[src/abr_defs.vh]
// Constants for the abort register fix-up block.
// Assumes inclusion by bare name from the fix-up design files.
`ifndef ABR_DEFS_VH
`define ABR_DEFS_VH

// =====================================================
// Upper opcode bytes, and one upper nibble for call relative
`define ABR_OP_TRANSLATE   8'hB8
`define ABR_OP_BSTRING     8'hBA
`define ABR_OP_WSTRING     8'hBB
`define ABR_OP_CALL_IR     8'h1F
`define ABR_OP_CALL_X      8'h5F
`define ABR_OP_CALR_HI     4'hD
`define ABR_OP_PUSHL_IR    8'h11
`define ABR_OP_PUSHL_X     8'h51
`define ABR_OP_LDL_IR      8'h14
`define ABR_OP_LDL_BA      8'h35
`define ABR_OP_LDL_BX      8'h75
`define ABR_OP_LOAD_PROGRAM_STATUS        8'h39
`define ABR_OP_RET         8'h9E
`define ABR_OP_LDM_IR      8'h10
`define ABR_OP_LDM_X       8'h50

// =====================================================
// Low opcode nibbles of string instructions
`define ABR_LN_LD_INC      4'h1
`define ABR_LN_CP_INC_A    4'h2
`define ABR_LN_CP_INC_B    4'h6
`define ABR_LN_LD_DEC      4'h9
`define ABR_LN_CP_DEC_A    4'hA
`define ABR_LN_CP_DEC_B    4'hE

// =====================================================
// Transfer counter values
`define ABR_RW_NONE        4'h0
`define ABR_RW_ONE         4'h1
`define ABR_RW_TWO         4'h2
`define ABR_RW_THREE       4'h3

// =====================================================
// Steps and fixed words
`define ABR_STEP_ONE       16'h0001
`define ABR_STEP_TWO       16'h0002
`define ABR_STEP_FOUR      16'h0004
`define ABR_FCW_NONSEG_SYS 16'h4000
`define ABR_FCW_SEG_SYS    16'hC000
`define ABR_ZERO16         16'h0000
`define ABR_ZERO8          8'h00
`define ABR_SEG_PAD        1'h0
`define ABR_IDX_NONE       4'h0

`endif

[src/abr_fixup.v]
// Register fix-up after a memory-management abort.
// Assumes register values and MMU capture arrive from logic on
// core_clk_in; corrected values are written back on the we pulses.
//
// Functional notes
// - Translate and byte string opcodes add one to the count register.
// - Call opcodes add four to the stack offset if segmented, else two.
// - Byte auto-increment load with pending write steps dest back one.
// - Byte auto-increment compare with source mismatch steps dest back.
// - Byte auto-decrement load with pending write steps dest up one.
// - Byte auto-decrement compare with source mismatch steps dest up.
// - Word strings restore the count and use a pointer step of two.
// - Push long with transfer count three adds four to the dest pointer.
// - Load long indirect or base with count one restores the address.
// - Load long base index, segmented, restores the segment number.
// - Load program status rewrites the saved flag-control word.
// - Return backs the stack offset by two or four on the read count.
// - Load multiple indirect rebuilds the address register, or the pair if segmented.
// - Load multiple index rebuilds the index register.
`timescale 1ns/10ps
`default_nettype none
`include "abr_defs.vh"

module abr_fixup
(
  // Clock, reset, enable
  input  wire        core_clk_in,
  input  wire        rst_in,
  input  wire        ce_in,
  // Sequencing
  input  wire        start_in,
  input  wire        restart_in,
  // Instruction decode
  input  wire [7:0]  opcode_hi_in,
  input  wire [3:0]  low_opcode_nibble_in,
  input  wire        segmented_flag_in,
  input  wire        dest_is_addr_reg_in,
  input  wire [3:0]  index_sel_in,
  input  wire [4:0]  ldm_read_count_in,
  // MMU capture
  input  wire [3:0]  xfer_count_in,
  input  wire [6:0]  violation_segment_in,
  input  wire [15:0] violation_offset_in,
  input  wire [15:0] instruction_offset_in,
  // Register file snapshot
  input  wire [15:0] count_reg_in,
  input  wire [15:0] stack_offset_reg_in,
  input  wire [15:0] dest_reg_in,
  input  wire [15:0] dest_odd_reg_in,
  input  wire [15:0] source_reg_in,
  input  wire [31:0] source_pair_in,
  input  wire [15:0] flag_control_word_in,
  input  wire [15:0] first_status_word_in,
  // Corrected values
  output reg  [15:0] count_reg_out,
  output reg         count_we_out,
  output reg  [15:0] stack_offset_reg_out,
  output reg         stack_we_out,
  output reg  [15:0] dest_reg_out,
  output reg         dest_we_out,
  output reg  [15:0] dest_odd_reg_out,
  output reg         dest_odd_we_out,
  output reg  [15:0] source_reg_out,
  output reg         source_we_out,
  output reg  [15:0] source_odd_reg_out,
  output reg         source_odd_we_out,
  output reg  [15:0] flag_control_word_out,
  output reg         fcw_we_out,
  // Status
  output reg         done_out,
  output reg         busy_out
);

  // =====================================================
  // States
  localparam ST_IDLE = 1'b0;
  localparam ST_HOLD = 1'b1;

  reg         state_ff;
  reg         nxt_state;

  // =====================================================
  // Shared decode
  wire        segmented_flag;
  wire        byte_str;
  wire        word_str;
  wire [15:0] violation_segment_word;
  wire [31:0] violation_address_pair;
  wire        mismatch;
  wire        write_pending;
  wire        str_hit;
  wire        str_decr;
  wire [15:0] str_step;
  wire [15:0] ldm_ind;
  wire [15:0] ldm_idx;
  wire        apply;

  assign segmented_flag        = segmented_flag_in;
  assign byte_str   = (opcode_hi_in == `ABR_OP_BSTRING);
  assign word_str   = (opcode_hi_in == `ABR_OP_WSTRING);
  assign violation_segment_word  = {`ABR_SEG_PAD, violation_segment_in, `ABR_ZERO8};
  assign violation_address_pair = {violation_segment_word, violation_offset_in};
  assign mismatch   = segmented_flag ? (source_pair_in != violation_address_pair)
                          : (source_reg_in != violation_offset_in);
  assign write_pending = (xfer_count_in == `ABR_RW_NONE);
  assign apply      = ce_in && start_in && (state_ff == ST_IDLE);

  // =====================================================
  // String pointer selector
  abr_str_fix u_str
  (
    .nibble_in        (low_opcode_nibble_in),
    .write_pending_in (write_pending),
    .mismatch_in      (mismatch),
    .word_in          (word_str),
    .hit_out          (str_hit),
    .decr_out         (str_decr),
    .step_out         (str_step)
  );

  // =====================================================
  // Load multiple address rebuild, indirect and index
  abr_ldm_off u_ldm_ind
  (
    .violation_offset_in   (violation_offset_in),
    .instruction_offset_in (instruction_offset_in),
    .read_count_in         (ldm_read_count_in),
    .use_instruction_offset_in           (1'b0),
    .result_out            (ldm_ind)
  );

  abr_ldm_off u_ldm_idx
  (
    .violation_offset_in   (violation_offset_in),
    .instruction_offset_in (instruction_offset_in),
    .read_count_in         (ldm_read_count_in),
    .use_instruction_offset_in           (1'b1),
    .result_out            (ldm_idx)
  );

  // =====================================================
  // Next values
  reg [15:0] nxt_count;
  reg        nxt_count_we;
  reg [15:0] nxt_stack;
  reg        nxt_stack_we;
  reg [15:0] nxt_dest;
  reg        nxt_dest_we;
  reg [15:0] nxt_dodd;
  reg        nxt_dodd_we;
  reg [15:0] nxt_src;
  reg        nxt_src_we;
  reg [15:0] nxt_sodd;
  reg        nxt_sodd_we;
  reg [15:0] nxt_fcw;
  reg        nxt_fcw_we;

  always @*
  begin
    nxt_count    = count_reg_in;
    nxt_count_we = 1'b0;
    nxt_stack    = stack_offset_reg_in;
    nxt_stack_we = 1'b0;
    nxt_dest     = dest_reg_in;
    nxt_dest_we  = 1'b0;
    nxt_dodd     = dest_odd_reg_in;
    nxt_dodd_we  = 1'b0;
    nxt_src      = source_reg_in;
    nxt_src_we   = 1'b0;
    nxt_sodd     = source_pair_in[15:0];
    nxt_sodd_we  = 1'b0;
    nxt_fcw      = flag_control_word_in;
    nxt_fcw_we   = 1'b0;
    if (opcode_hi_in[7:4] == `ABR_OP_CALR_HI)
    begin
      nxt_stack_we = 1'b1;
      nxt_stack    = stack_offset_reg_in +
                     (segmented_flag ? `ABR_STEP_FOUR : `ABR_STEP_TWO);
    end
    else
    begin
      case (opcode_hi_in)
        `ABR_OP_TRANSLATE:
        begin
          nxt_count_we = 1'b1;
          nxt_count    = count_reg_in + `ABR_STEP_ONE;
        end
        `ABR_OP_BSTRING, `ABR_OP_WSTRING:
        begin
          nxt_count_we = 1'b1;
          nxt_count    = count_reg_in + `ABR_STEP_ONE;
          if (str_hit && segmented_flag)
          begin
            nxt_dodd_we = 1'b1;
            nxt_dodd    = str_decr ? dest_odd_reg_in - str_step
                                   : dest_odd_reg_in + str_step;
          end
          else if (str_hit)
          begin
            nxt_dest_we = 1'b1;
            nxt_dest    = str_decr ? dest_reg_in - str_step
                                   : dest_reg_in + str_step;
          end
        end
        `ABR_OP_CALL_IR, `ABR_OP_CALL_X:
        begin
          nxt_stack_we = 1'b1;
          nxt_stack    = stack_offset_reg_in +
                         (segmented_flag ? `ABR_STEP_FOUR : `ABR_STEP_TWO);
        end
        `ABR_OP_PUSHL_IR, `ABR_OP_PUSHL_X:
        begin
          if (xfer_count_in == `ABR_RW_THREE && segmented_flag)
          begin
            nxt_dodd_we = 1'b1;
            nxt_dodd    = dest_odd_reg_in + `ABR_STEP_FOUR;
          end
          else if (xfer_count_in == `ABR_RW_THREE)
          begin
            nxt_dest_we = 1'b1;
            nxt_dest    = dest_reg_in + `ABR_STEP_FOUR;
          end
        end
        `ABR_OP_LDL_IR, `ABR_OP_LDL_BA:
        begin
          if (xfer_count_in == `ABR_RW_ONE)
          begin
            nxt_dest_we = 1'b1;
            nxt_dest    = segmented_flag ? violation_segment_word
                              : violation_offset_in - `ABR_STEP_TWO;
          end
        end
        `ABR_OP_LDL_BX:
        begin
          if (xfer_count_in == `ABR_RW_ONE && segmented_flag &&
              dest_is_addr_reg_in)
          begin
            nxt_dest_we = 1'b1;
            nxt_dest    = violation_segment_word;
          end
        end
        `ABR_OP_LOAD_PROGRAM_STATUS:
        begin
          if (xfer_count_in == `ABR_RW_ONE &&
              flag_control_word_in == first_status_word_in)
          begin
            nxt_fcw_we = 1'b1;
            nxt_fcw    = `ABR_FCW_NONSEG_SYS;
          end
          else if (xfer_count_in == `ABR_RW_TWO)
          begin
            nxt_fcw_we = 1'b1;
            nxt_fcw    = `ABR_FCW_SEG_SYS;
          end
        end
        `ABR_OP_RET:
        begin
          if (xfer_count_in == `ABR_RW_NONE && !segmented_flag)
          begin
            nxt_stack_we = 1'b1;
            nxt_stack    = stack_offset_reg_in - `ABR_STEP_TWO;
          end
          else if (xfer_count_in == `ABR_RW_ONE)
          begin
            nxt_stack_we = 1'b1;
            nxt_stack    = stack_offset_reg_in - `ABR_STEP_FOUR;
          end
        end
        `ABR_OP_LDM_IR:
        begin
          if (segmented_flag)
          begin
            nxt_src_we  = 1'b1;
            nxt_src     = violation_segment_word;
            nxt_sodd_we = 1'b1;
            nxt_sodd    = ldm_ind;
          end
          else
          begin
            nxt_src_we  = 1'b1;
            nxt_src     = ldm_ind;
          end
        end
        `ABR_OP_LDM_X:
        begin
          if (index_sel_in != `ABR_IDX_NONE)
          begin
            nxt_src_we = 1'b1;
            nxt_src    = ldm_idx;
          end
        end
        default:
        begin
          nxt_count_we = 1'b0;
        end
      endcase
    end
  end

  // =====================================================
  // Sequencer
  always @*
  begin
    nxt_state = state_ff;
    case (state_ff)
      ST_IDLE:
      begin
        if (start_in)
        begin
          nxt_state = ST_HOLD;
        end
      end
      ST_HOLD:
      begin
        if (restart_in)
        begin
          nxt_state = ST_IDLE;
        end
      end
      default:
      begin
        nxt_state = ST_IDLE;
      end
    endcase
  end

  // =====================================================
  // Output registers
  always @(posedge core_clk_in)
  begin
    if (rst_in)
    begin
      state_ff              <= ST_IDLE;
      count_reg_out         <= `ABR_ZERO16;
      count_we_out          <= 1'b0;
      stack_offset_reg_out  <= `ABR_ZERO16;
      stack_we_out          <= 1'b0;
      dest_reg_out          <= `ABR_ZERO16;
      dest_we_out           <= 1'b0;
      dest_odd_reg_out      <= `ABR_ZERO16;
      dest_odd_we_out       <= 1'b0;
      source_reg_out        <= `ABR_ZERO16;
      source_we_out         <= 1'b0;
      source_odd_reg_out    <= `ABR_ZERO16;
      source_odd_we_out     <= 1'b0;
      flag_control_word_out <= `ABR_ZERO16;
      fcw_we_out            <= 1'b0;
      done_out              <= 1'b0;
      busy_out              <= 1'b0;
    end
    else if (ce_in)
    begin
      state_ff          <= nxt_state;
      busy_out          <= (nxt_state == ST_HOLD);
      done_out          <= apply;
      count_we_out      <= apply && nxt_count_we;
      stack_we_out      <= apply && nxt_stack_we;
      dest_we_out       <= apply && nxt_dest_we;
      dest_odd_we_out   <= apply && nxt_dodd_we;
      source_we_out     <= apply && nxt_src_we;
      source_odd_we_out <= apply && nxt_sodd_we;
      fcw_we_out        <= apply && nxt_fcw_we;
      if (apply)
      begin
        count_reg_out         <= nxt_count;
        stack_offset_reg_out  <= nxt_stack;
        dest_reg_out          <= nxt_dest;
        dest_odd_reg_out      <= nxt_dodd;
        source_reg_out        <= nxt_src;
        source_odd_reg_out    <= nxt_sodd;
        flag_control_word_out <= nxt_fcw;
      end
    end
  end

endmodule
`default_nettype wire

[src/abr_ldm_off.v]
// Load multiple address rebuild: offset less 2(n+1), optional
// instruction offset. Assumes n is the count of completed reads.
`timescale 1ns/10ps
`default_nettype none
`include "abr_defs.vh"

module abr_ldm_off
(
  // Operands
  input  wire [15:0] violation_offset_in,
  input  wire [15:0] instruction_offset_in,
  input  wire [4:0]  read_count_in,
  input  wire        use_instruction_offset_in,
  // Result
  output wire [15:0] result_out
);

  wire [15:0] span;
  wire [15:0] instruction_offset;

  // =====================================================
  // 2(n+1) and optional instruction offset
  assign span = {10'h000, read_count_in, 1'b0} + `ABR_STEP_TWO;
  assign instruction_offset = use_instruction_offset_in ? instruction_offset_in : `ABR_ZERO16;
  assign result_out = violation_offset_in - instruction_offset - span;

endmodule
`default_nettype wire

[src/abr_str_fix.v]
// String pointer correction selector for byte and word strings.
// Assumes operands come from logic on the same clock.
`timescale 1ns/10ps
`default_nettype none
`include "abr_defs.vh"

module abr_str_fix
(
  // Decode inputs
  input  wire [3:0]  nibble_in,
  input  wire        write_pending_in,
  input  wire        mismatch_in,
  input  wire        word_in,
  // Correction
  output reg         hit_out,
  output reg         decr_out,
  output wire [15:0] step_out
);

  // =====================================================
  // Step size by operand width
  assign step_out = word_in ? `ABR_STEP_TWO : `ABR_STEP_ONE;

  // =====================================================
  // Direction and condition by nibble
  always @*
  begin
    hit_out  = 1'b0;
    decr_out = 1'b0;
    case (nibble_in)
      `ABR_LN_LD_INC:
      begin
        hit_out  = write_pending_in;
        decr_out = 1'b1;
      end
      `ABR_LN_CP_INC_A, `ABR_LN_CP_INC_B:
      begin
        hit_out  = mismatch_in;
        decr_out = 1'b1;
      end
      `ABR_LN_LD_DEC:
      begin
        hit_out  = write_pending_in;
      end
      `ABR_LN_CP_DEC_A, `ABR_LN_CP_DEC_B:
      begin
        hit_out  = mismatch_in;
      end
      default:
      begin
        hit_out  = 1'b0;
      end
    endcase
  end

endmodule
`default_nettype wire
[config.mk]
export PLATFORM = sky130hd
export DESIGN_NAME = abr_fixup
export DESIGN_NICKNAME = d
export VERILOG_FILES = /design/src/abr_fixup.v /design/src/abr_ldm_off.v /design/src/abr_str_fix.v
export VERILOG_INCLUDE_DIRS = /design/src
export SDC_FILE = /design/constraint.sdc
export NUM_CORES = 1
export LEC_CHECK = 0
export ABC_CLOCK_PERIOD_IN_PS = 4800
export BUFFER_PORTS_ARGS = -buffer_cell sky130_fd_sc_hd__buf_2
export CAP_MARGIN = 20
export CORE_AREA = 2 2 171 173
export CTS_BUF_LIST = sky130_fd_sc_hd__clkbuf_16
export CTS_CLUSTER_DIAMETER = 60
export DETAILED_ROUTE_END_ITERATION = 8
export DIE_AREA = 0 0 173 175
export SETUP_SLACK_MARGIN = 0.1
export SKIP_LAST_GASP = 1
export SYNTH_ARGS = -nofsm -noshare
export SYNTH_HDL_FRONTEND = slang
export SYNTH_SLANG_ARGS = --single-unit
[constraint.sdc]
create_clock -name core_clk_in -period 4.8 [get_ports core_clk_in]
set_clock_uncertainty 0.15 [all_clocks]
set_input_delay 0.48 -clock core_clk_in [delete_from_list [all_inputs] [get_ports core_clk_in]]
set_output_delay 0.48 -clock core_clk_in [all_outputs]
set_load 0.005 [all_outputs]
==> impl_metrics.json, run 1 <==
{
  "cts_resized": 0,
  "cts_tree": "built",
  "clk_latency_ns": 0.43,
  "min_period_ns": 4.06,
  "start_util_pct": 39.6,
  "io_buffers": 335,
  "grt_max_degree": 81,
  "cts_htree_levels": 4,
  "syn2layout_area_growth_pct": 22.8,
  "hpwl_um": 36100,
  "relSlewSlack_pct": 37.5,
  "antenna_found_initial": 3,
  "clockRootBuffer": "clkbuf_16",
  "cts_hold_buf": 0,
  "ys_ff_latch": 121,
  "avgViaCountPerCell": 5.76,
  "die-area_um2": 30300,
  "finalPower_w": 0.00346,
  "slew_violations": 0,
  "grt_busiest_layer": "met2",
  "powerDensity_nw_per_um2": 251,
  "ys.flop_type": "dfxtp_1",
  "drive_gt1_share_pct": 22.3,
  "syn_inst": 1544,
  "critPathCaptureType": "register",
  "fin_crit_sh_pct": 84.6,
  "drt_iter0_drc": 1158,
  "ant_nets": 0,
  "worstPathRequired_ns": 4.95,
  "postSynthAreaPerCell_um2": 7.27,
  "io_pins": 336,
  "worstMarginPinSlew_ns": 0.934,
  "worst_ir_drop_vdd_mv": 0.221,
  "numClockSinks": 121,
  "hold_class": "input pin to register",
  "synth_edf_count": 0,
  "core_area_um2": 28400,
  "synth_area_leaders": "dfxtp_1 22%, ha_1 8.0%, xnor2_1 7.3%",
  "use_met1_pct": 40.4,
  "num_vias": 12843,
  "rsz0062_at_grt": "no",
  "grtUsageMet3_pct": 4.85,
  "clk_pin_slew_ns": 0.07,
  "rows": 62,
  "gp_congestion": 0.975,
  "drc": 0,
  "crit_type": "input pin to register",
  "grt_pass1_vias": 11883,
  "cts_setup_buffers": 0,
  "synth_top_area_cell": "dfxtp_1",
  "critPathArrivalTime_ns": 4.21,
  "layout_common_cells": "334 x buf_2, 180 x nand2_1, 147 x nor2_1",
  "async_flop_share_pct": 0,
  "grt_usage_pct": 29.5,
  "ctsLongestPathBuffers": 2,
  "synth.distinct_cells": 87,
  "synth_area_um2": 11200,
  "use_met2_pct": 46.6,
  "layout_commonest_cell": "buf_2",
  "grt_pass1_wl_um": 70000,
  "die_w_um": 173,
  "syn-num-nets": 1839,
  "numCtsBuffers": 17,
  "synth_top_area_share_pct": 21.6,
  "drt-wirelength-per-cell_um": 20.7,
  "nets": 2127,
  "drt_wl_total_um": 46200,
  "crit_path_start_kind": "input pin",
  "grt_remaining_overflow": 0,
  "status": "finished, final reports clean",
  "fmax_ghz": 0.246,
  "hold_viol_final": 0,
  "dr.pass1.iters": 6,
  "leakage_nw": 6.04,
  "die_y_um": 175,
  "setup_tns_ns": 0,
  "yosys_warnings": 0,
  "setup_violations": 0,
  "worstPathCellList": "buf_2 > nor3b_2 > o21bai_4 > inv_2 > ha_1 > and3_1 > o211ai_1 > nand3_1 > a2111oi_0 > o21ai_0 > a211o_1 > nand3_1 > mux2i_1 > o21ai_0",
  "critPathSlowestCell": "a2111oi_0",
  "maxCapViolations": 0,
  "cp_max_fo": 25,
  "cpPeakStageDelay_ns": 0.67,
  "synth_sequential_area_ratio_pct": 21.6
}
[layout make-up]
class / instances / area (um2)
diodes: 3 / 7.51
clock buffers: 17 / 425
clock inverters: 14 / 149
fillers: 2936 / 14600
inverters: 82 / 308
multi-input cells: 1259 / 8200
flip-flops and latches: 121 / 2420
well taps: 384 / 480
repair buffers: 351 / 1800
[kinds of logic after synthesis]
kind of cell    after synthesis  synth area share [%]
compound gates              414                  24.5
xor+xnor                    146                  11.4
fa+ha+maj                    81                  9.54
buf+inv                     164                  5.63
flops                       121                  21.6
mux                          16                  1.43
simple gates                602                  25.9
[synthesized netlist by cell type, types with 16 or more instances]
cell,count
a211oi_1,30
a21oi_1,117
a221oi_1,16
a222oi_1,16
a22oi_1,17
a31oi_1,21
and3_1,30
clkbuf_1,67
dfxtp_1,121
ha_1,72
inv_1,81
mux2i_1,16
nand2_1,180
nand3_1,78
nand4_1,27
nor2_1,149
nor3_1,42
o21ai_0,80
or3_1,18
xnor2_1,93
xor2_1,53
[routing by layer]
layer	vias to the layer above	part of all wire (%)	wire [um]
met5	-	0	0
met4	0	3.3	1520
met3	82	7.1	3270
met2	591	44	20500
met1	5965	45	20900
li1	6205	-	-
[state kept, by name (all words and copies together), names as in the netlist, 16 cells and up]
name and cells:
source_odd_reg_out 16, dest_reg_out 16, stack_offset_reg_out 16, source_reg_out 16
dest_odd_reg_out 16, count_reg_out 16, flag_control_word_out 16
[per-stage QoR]
step / std cells / area (um2) / hold WS (ns) / utilization, % / worst slack [ns]
global route: 2231 / 13800 / 0.143 / 48.6 / 0.431
global placement: 2196 / 13200 / 0.288 / 46.5 / 0.413
detailed placement: 2196 / 13200 / 0.292 / 46.5 / 0.401
floorplan: 1544 / 11200 / 0.298 / - / 0.973
finish: 2231 / 13800 / 0.133 / 48.6 / 0.740
CTS: 2227 / 13800 / 0.120 / 48.5 / 0.830
[worst max-delay path, delay by kind of cell]
kind	cells	cell delay [ns]
muxes	1	0.18
AOI/OAI and AO/OA	6	1.72
adders and majority gates	1	0.37
buffers and inverters	2	0.52
and+or+nand+nor	4	0.91
[report_power, final]
part	switching, W	leakage [nW]	internal [W]	total [W]
Combinational	0.000643	4.76	0.000419	0.00106
Sequential	0.0000296	0.990	0.00106	0.00109
Clock	0.000549	0.283	0.000764	0.00131
[worst paths after layout]
check / startpoint / to / slack (ns) / cells after the start
worst min-delay path: stack_offset_reg_in[0] / stack_offset_reg_out[0]$_SDFFE_PP0P_ / 0.13 / 3
worst min register to register: flag_control_word_out[9]$_SDFFE_PP0P_ / flag_control_word_out[9]$_SDFFE_PP0P_ / 0.30 / 2
worst max register to register: state_ff$_SDFFE_PP0P_ / dest_odd_reg_out[14]$_SDFFE_PP0P_ / 1.86 / 6
worst max-delay path: low_opcode_nibble_in[1] / dest_odd_reg_out[15]$_SDFFE_PP0P_ / 0.74 / 14
Note: power is estimated with default switching activity, not from simulation.
==> inputs of run 2 (changes only) <==
--- a/config.mk
+++ b/config.mk
@@ -6,7 +6,7 @@
 export SDC_FILE = /design/constraint.sdc
 export NUM_CORES = 1
 export LEC_CHECK = 0
-export ABC_CLOCK_PERIOD_IN_PS = 4800
+export ABC_CLOCK_PERIOD_IN_PS = 3300
 export BUFFER_PORTS_ARGS = -buffer_cell sky130_fd_sc_hd__buf_2
 export CAP_MARGIN = 20
 export CORE_AREA = 2 2 171 173
@@ -14,6 +14,7 @@
 export CTS_CLUSTER_DIAMETER = 60
 export DETAILED_ROUTE_END_ITERATION = 8
 export DIE_AREA = 0 0 173 175
+export PLACE_DENSITY = 0.66
 export SETUP_SLACK_MARGIN = 0.1
 export SKIP_LAST_GASP = 1
 export SYNTH_ARGS = -nofsm -noshare
==> constraint.sdc (replaced) <==
create_clock -name core_clk_in -period 3.3 [get_ports core_clk_in]
set_clock_uncertainty 0.15 [all_clocks]
set_input_delay 0.33 -clock core_clk_in [delete_from_list [all_inputs] [get_ports core_clk_in]]
set_output_delay 0.33 -clock core_clk_in [all_outputs]
set_load 0.005 [all_outputs]
==> run 2 against run 1 <==
Cell count grew 5.6%; non-clock buffer count grew 122; total power grew 54%; register-to-register slack lost 1.1 ns; sequential cell count is the same; sequential share of layout area shrank 1.4 points; critical path depth grew 2.
==> impl_metrics.json, run 2 (same netlist as run 1, synthesis figures left out) <==
{
  "cts_htree_levels": 4,
  "gp_congestion": 1.01,
  "numCtsBuffers": 17,
  "clockRootBuffer": "clkbuf_16",
  "drt-wirelength-per-cell_um": 20.2,
  "r2r_slack_ns": 0.76,
  "grt_remaining_overflow": 0,
  "maxCapViolations": 0,
  "powerDensity_nw_per_um2": 356,
  "cp_max_fo": 2,
  "grt_usage_pct": 30.3,
  "whs_path_depth": 3,
  "clk_pin_slew_ns": 0.06,
  "avgViaCountPerCell": 5.73,
  "hpwl_um": 37500,
  "drive_gt1_share_pct": 28.5,
  "dr.pass1.iters": 8,
  "worstHoldEndpoint": "flag_control_word_out[8]$_SDFFE_PP0P_",
  "io_buffers": 335,
  "setup_violations": 0,
  "antenna_found_initial": 5,
  "layout_commonest_cell": "buf_2",
  "die-area_um2": 30300,
  "relSlewSlack_pct": 29.9,
  "drt_wl_total_um": 47600,
  "start_util_pct": 39.6,
  "syn2layout_area_growth_pct": 33.6,
  "core_area_um2": 28400,
  "slew_violations": 0,
  "rows": 62,
  "critPathArrivalTime_ns": 3.28,
  "drt_iter0_drc": 1320,
  "min_period_ns": 3.17,
  "place_inst": 2314,
  "hold_viol_final": 0,
  "worstMarginPinSlew_ns": 1.05,
  "fmax_ghz": 0.315,
  "numClockSinks": 121,
  "instances_no_fill": 2355,
  "nets": 2249,
  "grt_pass1_vias": 12599,
  "finalPower_w": 0.00534,
  "fin_area_um2": 15000,
  "crit_type": "input pin to register",
  "worstPathRequired_ns": 3.41,
  "fin_ws_ns": 0.129,
  "io_pins": 336,
  "fin_crit_sh_pct": 96.1,
  "grt_pass1_wl_um": 72100,
  "hold_class": "input pin to register",
  "r2r-start": "state_ff$_SDFFE_PP0P_",
  "ant_nets": 0,
  "dpl_worst_slack_ns": -0.291,
  "placed_cell_area_um2": 14200,
  "status": "finished, final reports clean",
  "die_y_um": 175,
  "worst-r2r-cell-count": 6,
  "leakage_nw": 6.68,
  "grt_max_degree": 65,
  "drc": 0,
  "min-delay-start": "flag_control_word_in[8]",
  "critPathCaptureType": "register",
  "rsz0062_at_grt": "yes",
  "cts_tree": "built",
  "r2r-end": "dest_odd_reg_out[14]$_SDFFE_PP0P_",
  "ctsLongestPathBuffers": 2,
  "worst_ir_drop_vdd_mv": 0.408,
  "layout_common_cells": "332 x buf_2, 179 x nand2_1, 147 x nor2_1",
  "clk_latency_ns": 0.43,
  "crit_path_start_kind": "input pin",
  "num_vias": 13505,
  "die_w_um": 173
}
run 2: changes by cell type in the layout (fill, tap and decap cells not counted), sizes merged:
cell         previous run  this run
diode                   3         5
inv                    84        85
bufinv                  2         3
dlygate4sd3             0         1
clkinv                  9         7
buf                   351       472
run 2: repair_timing:
action,4_1_cts,5_1_grt
hold buffers,1,0
setup buffers,0,4
setup endpoints to repair,0,19
gates resized for setup,0,25
hold endpoints to repair,1,0
run 2: stage by stage:
stage / hold WS, ns / utilization, % / TNS [ns]
finish: 0.0334 / 52.9 / 0
global route: 0.0398 / 52.9 / -0.0148
CTS: 0.0196 / 52.2 / 0
detailed placement: 0.291 / 50.1 / -3.58
global placement: 0.287 / 50.1 / -2.58
floorplan: 0.298 / - / 0
run 2: final cells by class:
cell class,count,area (um2)
Antenna cell,5,12.5
Sequential cell,121,2420
Inverter,82,315
Fill cell,2845,13400
Multi-Input combinational cell,1259,8440
Clock buffer,17,425
Timing Repair Buffer,473,2730
Tap cell,384,480
Clock inverter,14,174
run 2: how the worst max path moves through the flow:
stage / start / end / cells after the start
final: ldm_read_count_in[0] / source_reg_out[13]$_SDFFE_PP0P_ / 16
after floorplan: ldm_read_count_in[0] / source_reg_out[11]$_SDFFE_PP0P_ / 14
after CTS: low_opcode_nibble_in[1] / dest_reg_out[6]$_SDFFE_PP0P_ / 17
after global placement: ldm_read_count_in[0] / source_reg_out[13]$_SDFFE_PP0P_ / 15
after global routing: ldm_read_count_in[0] / source_reg_out[13]$_SDFFE_PP0P_ / 17
after detailed placement: low_opcode_nibble_in[1] / dest_reg_out[6]$_SDFFE_PP0P_ / 17
run 2: routing by layer:
| layer | global-route usage (%) | routed length (um) | vias to the layer above |
|---|---|---|---|
| li1 | - | - | 6433 |
| met1 | 40.5 | 20200 | 6264 |
| met2 | 46.9 | 20800 | 673 |
| met3 | 5.03 | 4120 | 135 |
| met4 | 16.0 | 2490 | 0 |
| met5 | 0 | 0 | - |
run 2: worst max-delay path, stage by stage:
cell	delay (ns)
buf_6	0.10
ha_4	0.17
xor2_4	0.15
fa_1	0.50
inv_1	0.04
ha_2	0.16
or4b_4	0.50
a21oi_4	0.20
o221ai_4	0.14
a41oi_2	0.22
buf_4	0.14
a21oi_2	0.06
xnor2_1	0.16
nor3_1	0.06
o31ai_1	0.22
a31oi_1	0.10
run 2: where the power goes:
part           internal (W)  switching [W]
sequential          0.00154      0.0000445
combinational      0.000778        0.00100
clock               0.00119       0.000783
